$ cat src/logic/touch_seq_pkg.sv
/*
 * constants, register map and carrier types of the touch sequencer.
 * assumes a 40 MHz REF_CLK and a 32-bit classic wishbone register bus.
 */
// Notes on behaviour
// RL1 - panel type bit selects four- or five-electrode biasing and sensing
// RL2 - four-electrode Y: drive Y sheet, convert voltage on X+
// RL3 - four-electrode X: drive X sheet, convert voltage from top sheet
// RL4 - each result is a 12-bit unsigned ratiometric code, full scale 4095
// RL5 - five-electrode X/Y: bias opposite corner pairs, convert the wiper
// RL6 - z1 and z2 pressure channels exist in four-electrode mode only
// RL7 - only raw z1/z2 codes reported; host computes contact resistance
// RL8 - host programs settle delay near ten panel RC time constants
// RL9 - wait programmed settle delay after biasing before converting
// RL10 - pen detection bias lasts one eighth of the settle delay
// RL11 - four-electrode detect: pull X+ up, ground Y-, low X+ means touch
// RL12 - five-electrode detect: pull-up on X+/corner, ground through wiper
// RL13 - pen pull-up resistance selectable among four settings
// RL14 - detected touch sets touch flag and may raise masked interrupt
// RL15 - detected release clears touch flag and may raise masked interrupt
// RL16 - detect mode only interrupts; trigger mode starts acquisition on touch
// RL17 - proximity sensing suspended while touched, resumed on release
// RL18 - manual convert: bias, wait, convert, then remove bias
// RL19 - after reset the sequencer is in manual mode
// RL20 - touch flag holds and changes only when a detection differs
package touch_seq_pkg;

  // register byte offsets
  localparam logic [7:0] ADR_CTRL = 8'h00;
  localparam logic [7:0] ADR_DELAY = 8'h04;
  localparam logic [7:0] ADR_CMD = 8'h08;
  localparam logic [7:0] ADR_STAT = 8'h0C;
  localparam logic [7:0] ADR_MASK = 8'h10;
  localparam logic [7:0] ADR_RES_X = 8'h20;
  localparam logic [7:0] ADR_RES_Z2 = 8'h2C;

  // control register fields
  localparam int CTRL_PANEL_BIT = 0;
  localparam int CTRL_MODE_LSB = 1;
  localparam int CTRL_PULL_LSB = 3;

  // status and mask bit positions
  localparam int STAT_FLAG_BIT = 0;
  localparam int STAT_BUSY_BIT = 1;
  localparam int EV_TOUCH_BIT = 2;
  localparam int EV_RELEASE_BIT = 3;
  localparam int EV_DONE_BIT = 4;

  // command register fields
  localparam int CMD_GO_BIT = 0;
  localparam int CMD_CHAN_LSB = 1;

  // values after reset, and the pen bias shift
  localparam logic [15:0] DELAY_RST = 16'h0100;
  localparam logic [1:0] PULL_RST = 2'h3;
  localparam int PEN_SHIFT = 3;

  // electrode indices; five-electrode corners share the same pins
  localparam int EL_XP = 0; // also corner_bottom_right
  localparam int EL_XM = 1; // also top left corner
  localparam int EL_YP = 2; // also top right corner
  localparam int EL_YM = 3; // also bottom left corner
  localparam int EL_WIPER = 4;

  typedef enum logic [1:0] {
    MODE_MANUAL = 2'h0,
    MODE_DETECT = 2'h1,
    MODE_TRIGGER = 2'h2
  } op_mode_t;

  typedef enum logic [1:0] {
    CH_X = 2'h0,
    CH_Y = 2'h1,
    CH_Z1 = 2'h2,
    CH_Z2 = 2'h3
  } chan_t;

  typedef enum logic [4:0] {
    ST_IDLE = 5'h01,
    ST_PEN = 5'h02,
    ST_BIAS = 5'h04,
    ST_CONV = 5'h08,
    ST_WAIT = 5'h10
  } seq_state_t;

  // drive pattern applied to the panel electrodes
  typedef struct packed {
    logic [4:0] drive_ref;
    logic [4:0] drive_gnd;
    logic [2:0] sense_sel;
    logic pullup_en;
    logic [1:0] pullup_sel;
  } panel_drive_t;

endpackage

$ cat src/logic/result_mem.sv
/*
 * four-word result store with registered read data.
 * assumes one writer and one reader on the same clock.
 */
`timescale 1ns/100ps
module result_mem (
  input wire logic clk,
  input wire logic rst_n,
  input wire logic wr_en,
  input wire logic [1:0] wr_addr,
  input wire logic [11:0] wr_data,
  input wire logic [1:0] rd_addr,
  output logic [11:0] rd_data
);

  logic [11:0] mem_q [4];
  logic [11:0] rd_q;

  // storage words, cleared at reset
  always_ff @(posedge clk or negedge rst_n) begin
    if (!rst_n) begin
      for (int i = 0; i < 4; i++) begin
        mem_q[i] <= 12'h000;
      end
      rd_q <= 12'h000;
    end else begin
      if (wr_en) begin
        mem_q[wr_addr] <= wr_data;
      end
      rd_q <= mem_q[rd_addr];
    end
  end

  assign rd_data = rd_q;

endmodule

$ cat src/logic/touch_measure_seq.sv
/*
 * resistive panel measurement sequencer with a wishbone register file.
 * assumes an external converter with start/done handshake and a pen
 * comparator; both arrive as asynchronous pins and are synchronised.
 */
// Register access over Wishbone and the address map were chosen for this implementation.
`timescale 1ns/100ps
module touch_measure_seq (
  input wire logic REF_CLK,
  input wire logic RST_N,
  input wire logic WB_CYC_I,
  input wire logic WB_STB_I,
  input wire logic WB_WE_I,
  input wire logic [7:0] WB_ADR_I,
  input wire logic [3:0] WB_SEL_I,
  input wire logic [31:0] WB_DAT_I,
  output logic [31:0] WB_DAT_O,
  output logic WB_ACK_O,
  output logic ADC_START,
  input wire logic ADC_DONE,
  input wire logic [11:0] ADC_DATA,
  input wire logic PEN_CMP_LOW,
  output touch_seq_pkg::panel_drive_t PANEL_DRIVE,
  output logic PROX_ENABLE,
  output logic IRQ_REQ
);

  // pin synchronisers
  logic done_s1_q, done_s2_q, done_s3_q;
  logic pen_s1_q, pen_s2_q;
  logic [11:0] data_s1_q, data_s2_q;

  always_ff @(posedge REF_CLK or negedge RST_N) begin
    if (!RST_N) begin
      done_s1_q <= 1'b0;
      done_s2_q <= 1'b0;
      done_s3_q <= 1'b0;
      pen_s1_q <= 1'b0;
      pen_s2_q <= 1'b0;
      data_s1_q <= 12'h000;
      data_s2_q <= 12'h000;
    end else begin
      done_s1_q <= ADC_DONE;
      done_s2_q <= done_s1_q;
      done_s3_q <= done_s2_q;
      pen_s1_q <= PEN_CMP_LOW;
      pen_s2_q <= pen_s1_q;
      data_s1_q <= ADC_DATA;
      data_s2_q <= data_s1_q;
    end
  end

  logic adc_done_rise;
  assign adc_done_rise = done_s2_q & ~done_s3_q;

  // register state
  logic panel5_q, panel5_d;
  touch_seq_pkg::op_mode_t mode_q, mode_d;
  logic [1:0] pull_q, pull_d;
  logic [15:0] delay_q, delay_d;
  logic [2:0] mask_q, mask_d;
  logic [2:0] pend_q, pend_d;
  logic flag_q, flag_d;
  logic ack_q, ack_d;
  logic [31:0] rdat_q, rdat_d;
  logic res_sel_q, res_sel_d;

  // sequencer state
  touch_seq_pkg::seq_state_t st_q, st_d;
  touch_seq_pkg::chan_t ch_q, ch_d;
  logic [15:0] cnt_q, cnt_d;
  logic auto_q, auto_d;
  logic start_q, start_d;

  logic bus_req, wr_stb, is_res;
  logic [31:0] wmask, cur, merged;
  logic cmd_go;
  touch_seq_pkg::chan_t cmd_ch;
  logic ev_touch, ev_release, ev_done;
  logic mem_we;
  logic [11:0] mem_rd;
  logic [15:0] pen_dly;

  assign bus_req = WB_CYC_I & WB_STB_I;
  assign wr_stb = bus_req & WB_WE_I & ack_q;
  assign is_res = (WB_ADR_I >= touch_seq_pkg::ADR_RES_X) &&
                  (WB_ADR_I <= touch_seq_pkg::ADR_RES_Z2) &&
                  (WB_ADR_I[1:0] == 2'h0);
  assign wmask = {{8{WB_SEL_I[3]}}, {8{WB_SEL_I[2]}},
                  {8{WB_SEL_I[1]}}, {8{WB_SEL_I[0]}}};
  assign merged = (cur & ~wmask) | (WB_DAT_I & wmask);
  assign cmd_go = wr_stb && (WB_ADR_I == touch_seq_pkg::ADR_CMD) &&
                  WB_SEL_I[0] && WB_DAT_I[touch_seq_pkg::CMD_GO_BIT];
  assign cmd_ch = touch_seq_pkg::chan_t'(
                  WB_DAT_I[touch_seq_pkg::CMD_CHAN_LSB +: 2]);

  // pen bias time is an eighth of the settle delay, never zero
  assign pen_dly = ((delay_q >> touch_seq_pkg::PEN_SHIFT) == 16'h0000) ?
                   16'h0001 : (delay_q >> touch_seq_pkg::PEN_SHIFT); // [RL10]

  // current value of the addressed register, before byte merge
  always_comb begin
    cur = 32'h0000_0000;
    unique case (WB_ADR_I)
      touch_seq_pkg::ADR_CTRL: begin
        cur[touch_seq_pkg::CTRL_PANEL_BIT] = panel5_q;
        cur[touch_seq_pkg::CTRL_MODE_LSB +: 2] = mode_q;
        cur[touch_seq_pkg::CTRL_PULL_LSB +: 2] = pull_q;
      end
      touch_seq_pkg::ADR_DELAY: cur[15:0] = delay_q;
      touch_seq_pkg::ADR_STAT: begin
        cur[touch_seq_pkg::STAT_FLAG_BIT] = flag_q;
        cur[touch_seq_pkg::STAT_BUSY_BIT] = (st_q != touch_seq_pkg::ST_IDLE);
        cur[touch_seq_pkg::EV_TOUCH_BIT +: 3] = pend_q;
      end
      touch_seq_pkg::ADR_MASK: cur[touch_seq_pkg::EV_TOUCH_BIT +: 3] = mask_q;
      default: cur = 32'h0000_0000;
    endcase
  end

  // bus slave and register file next values
  always_comb begin
    ack_d = bus_req & ~ack_q;
    rdat_d = rdat_q;
    res_sel_d = res_sel_q;
    panel5_d = panel5_q;
    mode_d = mode_q;
    pull_d = pull_q;
    delay_d = delay_q;
    mask_d = mask_q;
    pend_d = pend_q;
    if (bus_req & ~ack_q) begin
      rdat_d = cur;
      res_sel_d = is_res;
    end
    if (wr_stb) begin
      unique case (WB_ADR_I)
        touch_seq_pkg::ADR_CTRL: begin
          panel5_d = merged[touch_seq_pkg::CTRL_PANEL_BIT]; // [RL1]
          if (merged[touch_seq_pkg::CTRL_MODE_LSB +: 2] != 2'h3) begin
            mode_d = touch_seq_pkg::op_mode_t'(
                     merged[touch_seq_pkg::CTRL_MODE_LSB +: 2]);
          end
          pull_d = merged[touch_seq_pkg::CTRL_PULL_LSB +: 2]; // [RL13]
        end
        touch_seq_pkg::ADR_DELAY: delay_d = merged[15:0]; // [RL8]
        touch_seq_pkg::ADR_MASK:
          mask_d = merged[touch_seq_pkg::EV_TOUCH_BIT +: 3];
        touch_seq_pkg::ADR_STAT:
          pend_d = pend_q & ~(WB_DAT_I[touch_seq_pkg::EV_TOUCH_BIT +: 3] &
                              wmask[touch_seq_pkg::EV_TOUCH_BIT +: 3]);
        default: pend_d = pend_q;
      endcase
    end
    // events set after the clear so a same-cycle event wins
    if (ev_touch) pend_d[0] = 1'b1; // [RL14]
    if (ev_release) pend_d[1] = 1'b1; // [RL15]
    if (ev_done) pend_d[2] = 1'b1;
  end

  always_ff @(posedge REF_CLK or negedge RST_N) begin
    if (!RST_N) begin
      ack_q <= 1'b0;
      rdat_q <= 32'h0000_0000;
      res_sel_q <= 1'b0;
      panel5_q <= 1'b0;
      mode_q <= touch_seq_pkg::MODE_MANUAL; // [RL19]
      pull_q <= touch_seq_pkg::PULL_RST;
      delay_q <= touch_seq_pkg::DELAY_RST;
      mask_q <= 3'h0;
      pend_q <= 3'h0;
    end else begin
      ack_q <= ack_d;
      rdat_q <= rdat_d;
      res_sel_q <= res_sel_d;
      panel5_q <= panel5_d;
      mode_q <= mode_d;
      pull_q <= pull_d;
      delay_q <= delay_d;
      mask_q <= mask_d;
      pend_q <= pend_d;
    end
  end

  assign WB_ACK_O = ack_q;
  assign WB_DAT_O = res_sel_q ? {20'h00000, mem_rd} : rdat_q; // [RL7]
  assign IRQ_REQ = |(pend_q & mask_q); // [RL14] [RL15]
  assign PROX_ENABLE = ~flag_q; // [RL17]

  // measurement sequencer next state
  always_comb begin
    st_d = st_q;
    ch_d = ch_q;
    cnt_d = cnt_q;
    auto_d = auto_q;
    flag_d = flag_q;
    start_d = 1'b0;
    ev_touch = 1'b0;
    ev_release = 1'b0;
    ev_done = 1'b0;
    mem_we = 1'b0;
    unique case (st_q)
      touch_seq_pkg::ST_IDLE: begin
        if (mode_q == touch_seq_pkg::MODE_MANUAL) begin
          // z channels have no meaning on a five-electrode panel
          if (cmd_go && !(panel5_q && cmd_ch[1])) begin // [RL6]
            ch_d = cmd_ch;
            auto_d = 1'b0;
            cnt_d = delay_q;
            st_d = touch_seq_pkg::ST_BIAS; // [RL18]
          end
        end else begin
          cnt_d = pen_dly;
          st_d = touch_seq_pkg::ST_PEN;
        end
      end
      touch_seq_pkg::ST_PEN: begin
        if (cnt_q > 16'h0001) begin
          cnt_d = cnt_q - 16'h0001; // [RL10]
        end else begin
          st_d = touch_seq_pkg::ST_IDLE;
          if (pen_s2_q != flag_q) begin // [RL20]
            flag_d = pen_s2_q;
            ev_touch = pen_s2_q; // [RL14]
            ev_release = ~pen_s2_q; // [RL15]
          end
          // acquisition only in trigger mode with a touch present
          if (mode_q == touch_seq_pkg::MODE_TRIGGER && pen_s2_q) begin
            ch_d = touch_seq_pkg::CH_X; // [RL16]
            auto_d = 1'b1;
            cnt_d = delay_q;
            st_d = touch_seq_pkg::ST_BIAS;
          end
        end
      end
      touch_seq_pkg::ST_BIAS: begin
        if (cnt_q > 16'h0001) begin
          cnt_d = cnt_q - 16'h0001; // [RL9]
        end else begin
          start_d = 1'b1;
          st_d = touch_seq_pkg::ST_CONV;
        end
      end
      touch_seq_pkg::ST_CONV: begin
        start_d = 1'b1;
        if (adc_done_rise) begin
          st_d = touch_seq_pkg::ST_WAIT;
        end
      end
      touch_seq_pkg::ST_WAIT: begin
        if (!done_s2_q) begin
          mem_we = 1'b1; // [RL4]
          st_d = touch_seq_pkg::ST_IDLE; // [RL18]
          if (auto_q &&
              ch_q != (panel5_q ? touch_seq_pkg::CH_Y
                                : touch_seq_pkg::CH_Z2)) begin
            ch_d = touch_seq_pkg::chan_t'(ch_q + 2'h1); // [RL6]
            cnt_d = delay_q;
            st_d = touch_seq_pkg::ST_BIAS;
          end else begin
            ev_done = 1'b1;
          end
        end
      end
      default: st_d = touch_seq_pkg::ST_IDLE;
    endcase
  end

  always_ff @(posedge REF_CLK or negedge RST_N) begin
    if (!RST_N) begin
      st_q <= touch_seq_pkg::ST_IDLE;
      ch_q <= touch_seq_pkg::CH_X;
      cnt_q <= 16'h0000;
      auto_q <= 1'b0;
      flag_q <= 1'b0;
      start_q <= 1'b0;
    end else begin
      st_q <= st_d;
      ch_q <= ch_d;
      cnt_q <= cnt_d;
      auto_q <= auto_d;
      flag_q <= flag_d;
      start_q <= start_d;
    end
  end

  assign ADC_START = start_q;

  // electrode pattern from state, channel and panel type
  touch_seq_pkg::panel_drive_t drv;
  always_comb begin
    drv = '0;
    drv.pullup_sel = pull_q; // [RL13]
    if (st_q == touch_seq_pkg::ST_PEN) begin
      drv.pullup_en = 1'b1;
      drv.sense_sel = 3'(touch_seq_pkg::EL_XP);
      if (panel5_q) begin
        drv.drive_gnd[touch_seq_pkg::EL_WIPER] = 1'b1; // [RL12]
      end else begin
        drv.drive_gnd[touch_seq_pkg::EL_YM] = 1'b1; // [RL11]
      end
    end else if (st_q != touch_seq_pkg::ST_IDLE) begin
      if (panel5_q) begin
        drv.sense_sel = 3'(touch_seq_pkg::EL_WIPER); // [RL5]
        if (ch_q == touch_seq_pkg::CH_X) begin
          drv.drive_ref[touch_seq_pkg::EL_YP] = 1'b1;
          drv.drive_ref[touch_seq_pkg::EL_XP] = 1'b1;
          drv.drive_gnd[touch_seq_pkg::EL_XM] = 1'b1;
          drv.drive_gnd[touch_seq_pkg::EL_YM] = 1'b1;
        end else begin
          drv.drive_ref[touch_seq_pkg::EL_XM] = 1'b1;
          drv.drive_ref[touch_seq_pkg::EL_YP] = 1'b1;
          drv.drive_gnd[touch_seq_pkg::EL_YM] = 1'b1;
          drv.drive_gnd[touch_seq_pkg::EL_XP] = 1'b1;
        end
      end else begin
        unique case (ch_q)
          touch_seq_pkg::CH_X: begin
            drv.drive_ref[touch_seq_pkg::EL_XP] = 1'b1; // [RL3]
            drv.drive_gnd[touch_seq_pkg::EL_XM] = 1'b1;
            drv.sense_sel = 3'(touch_seq_pkg::EL_YP);
          end
          touch_seq_pkg::CH_Y: begin
            drv.drive_ref[touch_seq_pkg::EL_YP] = 1'b1; // [RL2]
            drv.drive_gnd[touch_seq_pkg::EL_YM] = 1'b1;
            drv.sense_sel = 3'(touch_seq_pkg::EL_XP);
          end
          touch_seq_pkg::CH_Z1: begin
            drv.drive_ref[touch_seq_pkg::EL_YP] = 1'b1; // [RL6]
            drv.drive_gnd[touch_seq_pkg::EL_XM] = 1'b1;
            drv.sense_sel = 3'(touch_seq_pkg::EL_XP);
          end
          touch_seq_pkg::CH_Z2: begin
            drv.drive_ref[touch_seq_pkg::EL_YP] = 1'b1; // [RL6]
            drv.drive_gnd[touch_seq_pkg::EL_XM] = 1'b1;
            drv.sense_sel = 3'(touch_seq_pkg::EL_YM);
          end
        endcase
      end
    end
  end

  assign PANEL_DRIVE = drv;

  // channel results, one 12-bit word per channel
  result_mem u_results (
    .clk(REF_CLK),
    .rst_n(RST_N),
    .wr_en(mem_we),
    .wr_addr(ch_q),
    .wr_data(data_s2_q),
    .rd_addr(WB_ADR_I[3:2]),
    .rd_data(mem_rd)
  );

endmodule

$ cat config.mk
export PLATFORM = sky130hd
export DESIGN_NAME = touch_measure_seq
export DESIGN_NICKNAME = d
export VERILOG_FILES = /design/src/logic/touch_seq_pkg.sv /design/src/logic/result_mem.sv /design/src/logic/touch_measure_seq.sv
export SDC_FILE = /design/constraint.sdc
export NUM_CORES = 1
export LEC_CHECK = 0
export BUFFER_PORTS_ARGS = -buffer_cell sky130_fd_sc_hd__buf_2
export CORE_MARGIN = 3
export CORE_UTILIZATION = 44
export DETAILED_ROUTE_END_ITERATION = 10
export PLACE_DENSITY = 0.68
export SYNTH_ARGS = -nofsm -noshare
export SYNTH_HDL_FRONTEND = slang
export SYNTH_SLANG_ARGS = --single-unit
$ cat constraint.sdc
create_clock -name REF_CLK -period 6.25 [get_ports REF_CLK]
set_input_delay 1.25 -clock REF_CLK [delete_from_list [all_inputs] [get_ports REF_CLK]]
set_output_delay 1.25 -clock REF_CLK [all_outputs]
set_load 0.1 [all_outputs]
==> results of run 1 <==
## report_power, final
part           internal (uW)  switching (uW)  leakage, uW
Clock                    570             422     0.000270
Sequential              1270             168      0.00211
Combinational            458             881      0.00163
Total                   2300            1470      0.00402
## worst max path at each step
stage | end | cells after the start
6_report | cnt_q[9] | 7
5_1_grt | cnt_q[9] | 7
4_1_cts | cnt_q[9] | 7
3_5_place_dp | cnt_q[9] | 7
3_3_place_gp | cnt_q[9] | 7
2_1_floorplan | PANEL_DRIVE[12] | 5
## cell usage in the layout, fill, tap and decap left out, types with 7 or more instances in the layout
cell / instances
a21oi_1: 19
nor2b_1: 10
clkbuf_16: 17
a22o_1: 16
buf_2: 76
dfrtp_1: 156
o31ai_1: 10
nand4_1: 8
mux2_2: 72
mux4_2: 12
nand2_1: 63
o21ai_0: 45
nor2_1: 28
conb_1: 19
inv_1: 11
nor3_1: 18
mux2i_1: 7
nand3_1: 15
ha_1: 9
## routing by layer
metal | track usage, % | vias to the layer above
met2 | 33.4 | 209
met3 | 3.57 | 32
met4 | 7.71 | 0
met5 | 0 | -
li1 | - | 2484
met1 | 25.2 | 2744
## state kept, by name, indices dropped and copies added, names as in the netlist, 2 cells and up
| signal | flops |
|---|---|
| u_results.rd_data | 12 |
| data_s1_q | 12 |
| cnt_q | 16 |
| ch_q | 2 |
| mask_q | 3 |
| pend_q | 3 |
| st_q | 5 |
| data_s2_q | 12 |
| pull_q | 2 |
| mode_q | 2 |
| delay_q | 16 |
| rdat_q | 16 |
| u_results.mem_q | 48 |
## critical path: stages
cell,delay (ps)
buf_2,100
or4_4,540
nor3_2,570
a31oi_2,310
a2111oi_4,1070
o21ai_0,250
a22o_1,290
## Yosys cell counts, types with 3 or more instances
library cell  count  area share, %
dfrtp_1         156             52
mux2_2           72             11
nand2_1          63            3.1
o21ai_0          45            3.0
nor2_1           28            1.4
buf_4            22            2.2
a21oi_1          19            1.3
nor3_1           18            1.2
a22o_1           16            1.9
clkbuf_1         16           0.79
nand3_1          15           0.99
mux4_2           12            3.6
inv_1            11           0.55
nor2b_1          10           0.83
o31ai_1          10           0.99
ha_1              9            1.5
buf_2             8           0.53
nand4_1           8           0.66
buf_1             7           0.35
mux2i_1           7           0.93
a32o_1            6           0.79
nor4_1            6           0.50
a211oi_1          5           0.50
o2bb2ai_1         5           0.58
dfstp_2           4            1.4
o21a_1            4           0.40
a22oi_1           3           0.30
and2_1            3           0.25
nand3b_1          3           0.30
o22ai_1           3           0.25
or2_2             3           0.25
or3_1             3           0.25
xor2_1            3           0.35
## stage by stage
step | power, uW | hold WS (ps) | setup slack (ps)
floorplan | 2520 | 331 | 1400
global placement | 2700 | 331 | 1890
finish | 3770 | 348 | 2170
detailed placement | 2770 | 336 | 1780
CTS | 3770 | 350 | 2230
global route | 3970 | 352 | 2000
## layout make-up
class	instances	area (um^2)
clock buffers	20	457
clock inverters	11	109
fillers	1492	8140
inverters	11	41.3
well taps	220	275
flip-flops and latches	160	4010
multi-input cells	443	3270
repair buffers	79	407
## cells by family (layout without fill, tap and decap cells)
group	Yosys count	after routing	share of synthesized area [%]
and+or+nand+nor	174	174	11.3
DFF	160	160	53.0
AOI/OAI and AO/OA	145	145	13.7
muxes	91	91	15.2
buffers and inverters	66	121	4.70
adders and majority gates	9	9	1.49
xor gates and xnor gates	5	5	0.579
other	1	19	0.0496
==> flow_summary.json, run 1 <==
{
  "worstPathArrival_ps": 4390,
  "viasPerCell": 5.79,
  "grt_pass1_wl_um": 28700,
  "synthCells": 651,
  "clk_path_buf_depth": 2,
  "cp.required_ps": 6560,
  "cts_hold_buf": 0,
  "period_share_pct": 65.2,
  "min_from": "pen_s1_q",
  "drcViolationCount": 0,
  "clk_latency_ps": 430,
  "routed_wl_um": 17700,
  "ant_nets": 0,
  "num_antenna_cells": 0,
  "crit_type": "input pin to flip-flop",
  "finClkSkew_ps": 8.40,
  "initial_utilization_pct": 45.3,
  "synth_edf_count": 0,
  "routedWlPerCell_um": 18.8,
  "std_cell_rows": 47,
  "period_needed_ps": 4080,
  "placed_area_mm2": 0.00800,
  "synth.ff_latch_count": 160,
  "met3_length_um": 964,
  "worstReg2RegStart": "WB_ACK_O",
  "power_density_mw_per_mm2": 440,
  "cts_root_buf": "clkbuf_16",
  "grt_pass1_vias": 5572,
  "route.met2.wl_um": 9110,
  "worst-r2r-cell-count": 6,
  "maxSlewViolCount": 0,
  "fin_nets": 784,
  "portBuffers": 77,
  "met1_length_um": 7330,
  "synth_cell_types": 69,
  "coreArea_mm2": 0.0167,
  "hold_end": "pen_s2_q",
  "synth_area_per_cell_um2": 11.6,
  "rsz0062_at_grt": "no",
  "first_pass_iters": 5,
  "grt_max_degree": 113,
  "hold_viol_final": 0,
  "max_cap_viol_count": 0,
  "cts_buffers": 17,
  "outcome": "finished clean",
  "r2r-end": "cnt_q[9]",
  "drtIter0Drc": 515,
  "path_max_fanout": 21,
  "track_usage_pct": 19.7,
  "instances_no_fill": 944,
  "slew_headroom_pct": 15.0,
  "grt_overflow": 0,
  "dieArea_mm2": 0.0188,
  "maxUsedRoutingLayer": "met4",
  "p_leak_uw": 0.00402,
  "hpwl_um": 12100,
  "hold_path.class": "flip-flop to flip-flop",
  "die_h_um": 137,
  "grt_antenna_before_repair": 0,
  "synth_seq_area_share_pct": 53.0,
  "worst_pin_slew_ps": 1270,
  "setup_viol": 0,
  "clk_pin_slew_ps": 60,
  "placed_cells": 913,
  "area_growth_pct": 13.2,
  "r2r_slack_ps": 3230,
  "num_vias": 5469,
  "gp_congestion": 0.863,
  "irDropWorstVdd_uv": 288,
  "startpoint": "WB_ADR_I[1]",
  "setup_tns_ps": 0,
  "end_kind": "flip-flop",
  "drive_gt1_share_pct": 29.3,
  "startpoint_type": "input pin",
  "die_x_um": 137,
  "synth_top_flop_cell": "dfrtp_1",
  "hold_depth": 0,
  "yosysWarnings": 0,
  "cts_resized": 0,
  "cts_tree": "done",
  "ctsHtreeMaxLevel": 4,
  "async_reset_ff_share_pct": 100,
  "netlist_area_mm2": 0.00756,
  "final_util_pct": 51.3,
  "finalInstanceArea_mm2": 0.00856,
  "cts_setup_buffers": 0,
  "clock_sinks": 160,
  "ioPinCount": 115,
  "clock.fmax_mhz": 245
}
Note: power is estimated with default switching activity, not from simulation.
==> inputs of run 2 (changes only) <==
Settings changed: PLACE_DENSITY 0.68 to 0.71.
Clock period 6.25 ns to 3.6 ns, I/O delays scaled along.
==> flow_summary.json, run 2 (synthesized netlist as in run 1, its figures left out) <==
{
  "initial_utilization_pct": 45.3,
  "grt_overflow": 0,
  "clk_pin_slew_ps": 60,
  "ioPinCount": 115,
  "cts_resized": 0,
  "dp_worst_setup_slack_ps": 634,
  "routedWlPerCell_um": 18.7,
  "die_x_um": 137,
  "r2r_slack_ps": 940,
  "irDropWorstVdd_uv": 396,
  "period_needed_ps": 3070,
  "p_total_uw": 6620,
  "setup_tns_ps": 0,
  "grt_pass1_vias": 5567,
  "power_density_mw_per_mm2": 764,
  "grt_max_degree": 72,
  "placed_cells": 920,
  "max_cap_viol_count": 0,
  "p_leak_uw": 0.00407,
  "coreArea_mm2": 0.0167,
  "cp.required_ps": 2880,
  "ant_nets": 0,
  "period_share_pct": 85.3,
  "busiest_layer": "met2",
  "hold_path.class": "input pin to asynchronous set/reset pin",
  "final_common_cell": "dfrtp_1",
  "routed_wl_um": 17800,
  "maxSlewViolCount": 0,
  "hpwl_um": 12500,
  "rsz0062_at_grt": "no",
  "viasPerCell": 5.70,
  "cpMaxStageDelayCell": "dfrtp_1",
  "num_vias": 5427,
  "clk_path_buf_depth": 2,
  "portBuffers": 77,
  "grt_pass1_wl_um": 29000,
  "max_stage_delay_ps": 470,
  "crit_type": "flip-flop to output port",
  "cts_tree": "done",
  "num_antenna_cells": 0,
  "finClkSkew_ps": 6.86,
  "gr-usage-met3_pct": 4.12,
  "fin_nets": 791,
  "swShare_pct": 39.2,
  "cts_setup_buffers": 0,
  "largest_register_ffs": 48,
  "grt_antenna_before_repair": 0,
  "first_pass_iters": 5,
  "cts_buffers": 17,
  "drtIter0Drc": 467,
  "ctsHtreeMaxLevel": 4,
  "finalInstanceArea_mm2": 0.00867,
  "fill_cells": 1465,
  "mostFrequentLayoutCells": "156 x dfrtp_1, 76 x buf_2, 72 x mux2_2",
  "cts_hold_buf": 0,
  "area_growth_pct": 14.6,
  "track_usage_pct": 19.9,
  "gp_congestion": 0.907,
  "p_sw_uw": 2600,
  "cts_root_buf": "clkbuf_16",
  "slew_headroom_pct": 47.4,
  "clk_latency_ps": 430,
  "dieArea_mm2": 0.0188,
  "p_int_uw": 4020,
  "end_kind": "output port",
  "worstPathArrival_ps": 2350,
  "drive_gt1_share_pct": 30.9,
  "grtUsageMet1_pct": 25.9,
  "outcome": "finished clean",
  "clock_sinks": 160,
  "hold_viol_final": 0,
  "p_comb_share_pct": 35.6,
  "seqPwrFrac_pct": 37.7,
  "setup_ws_ps": 530,
  "clock.fmax_mhz": 326,
  "startpoint_type": "flip-flop",
  "path_max_fanout": 10,
  "placed_area_mm2": 0.00809,
  "setup_viol": 0,
  "drcViolationCount": 0,
  "std_cell_rows": 47,
  "pwr-share-clk_pct": 26.7,
  "worstPathCellList": "nor3_2, nand2_1, a21oi_1, buf_2",
  "instances_no_fill": 952,
  "worst_pin_slew_ps": 789,
  "grtUsageMet2_pct": 33.5,
  "top_register": "u_results.mem_q",
  "die_h_um": 137
}
[run 2: worst max-delay path, delay by kind of cell (launching register included)]
kind | cells | cell delay (ps)
compound gates | 1 | 210
flops | 1 | 470
simple gates | 2 | 800
buf+inv | 1 | 440
[run 2: routing by layer]
metal	up-vias	routed length (um)
li1	2501	-
met1	2730	7520
met2	175	9230
met3	21	850
met4	0	246
met5	-	0
[run 2: worst paths after layout]
check                              from              to  cells after the start
min in group REF_CLK       data_s1_q[1]    data_s2_q[1]                      0
min reg2reg                data_s1_q[1]    data_s2_q[1]                      0
max reg2reg                     st_q[4]       cnt_q[10]                      6
max                             st_q[4]  PANEL_DRIVE[9]                      4
min                               RST_N       done_s2_q                      1
max in group asynchronous         RST_N   data_s2_q[10]                      2
[run 2: per-stage QoR]
| step | utilization (%) | hold slack (ps) |
|---|---|---|
| finish | 51.9 | 220 |
| global route | 51.9 | 247 |
| CTS | 51.9 | 229 |
| detailed placement | 48.4 | 335 |
| global placement | 48.4 | 332 |
| floorplan | - | 331 |
[run 2: cell type report]
| class | instances | area [um^2] | area share, % |
|---|---|---|---|
| multi-input combinational | 443 | 3290 | 37.9 |
| clock buffer | 19 | 453 | 5.23 |
| inverter | 11 | 41.3 | 0.476 |
| clock inverter | 13 | 128 | 1.47 |
| timing repair buffer | 86 | 472 | 5.44 |
| tap | 220 | 275 | 3.18 |
| sequential | 160 | 4010 | 46.3 |
[run 2: power groups by stage]
stage / Clock [uW] / Combinational [uW] / Sequential, uW
3_5_place_dp: 0 / 2340 / 2520
2_1_floorplan: 0 / 1970 / 2430
4_1_cts: 1790 / 2350 / 2490
5_1_grt: 1880 / 2560 / 2550
3_3_place_gp: 0 / 2270 / 2470
6_report: 1760 / 2360 / 2500
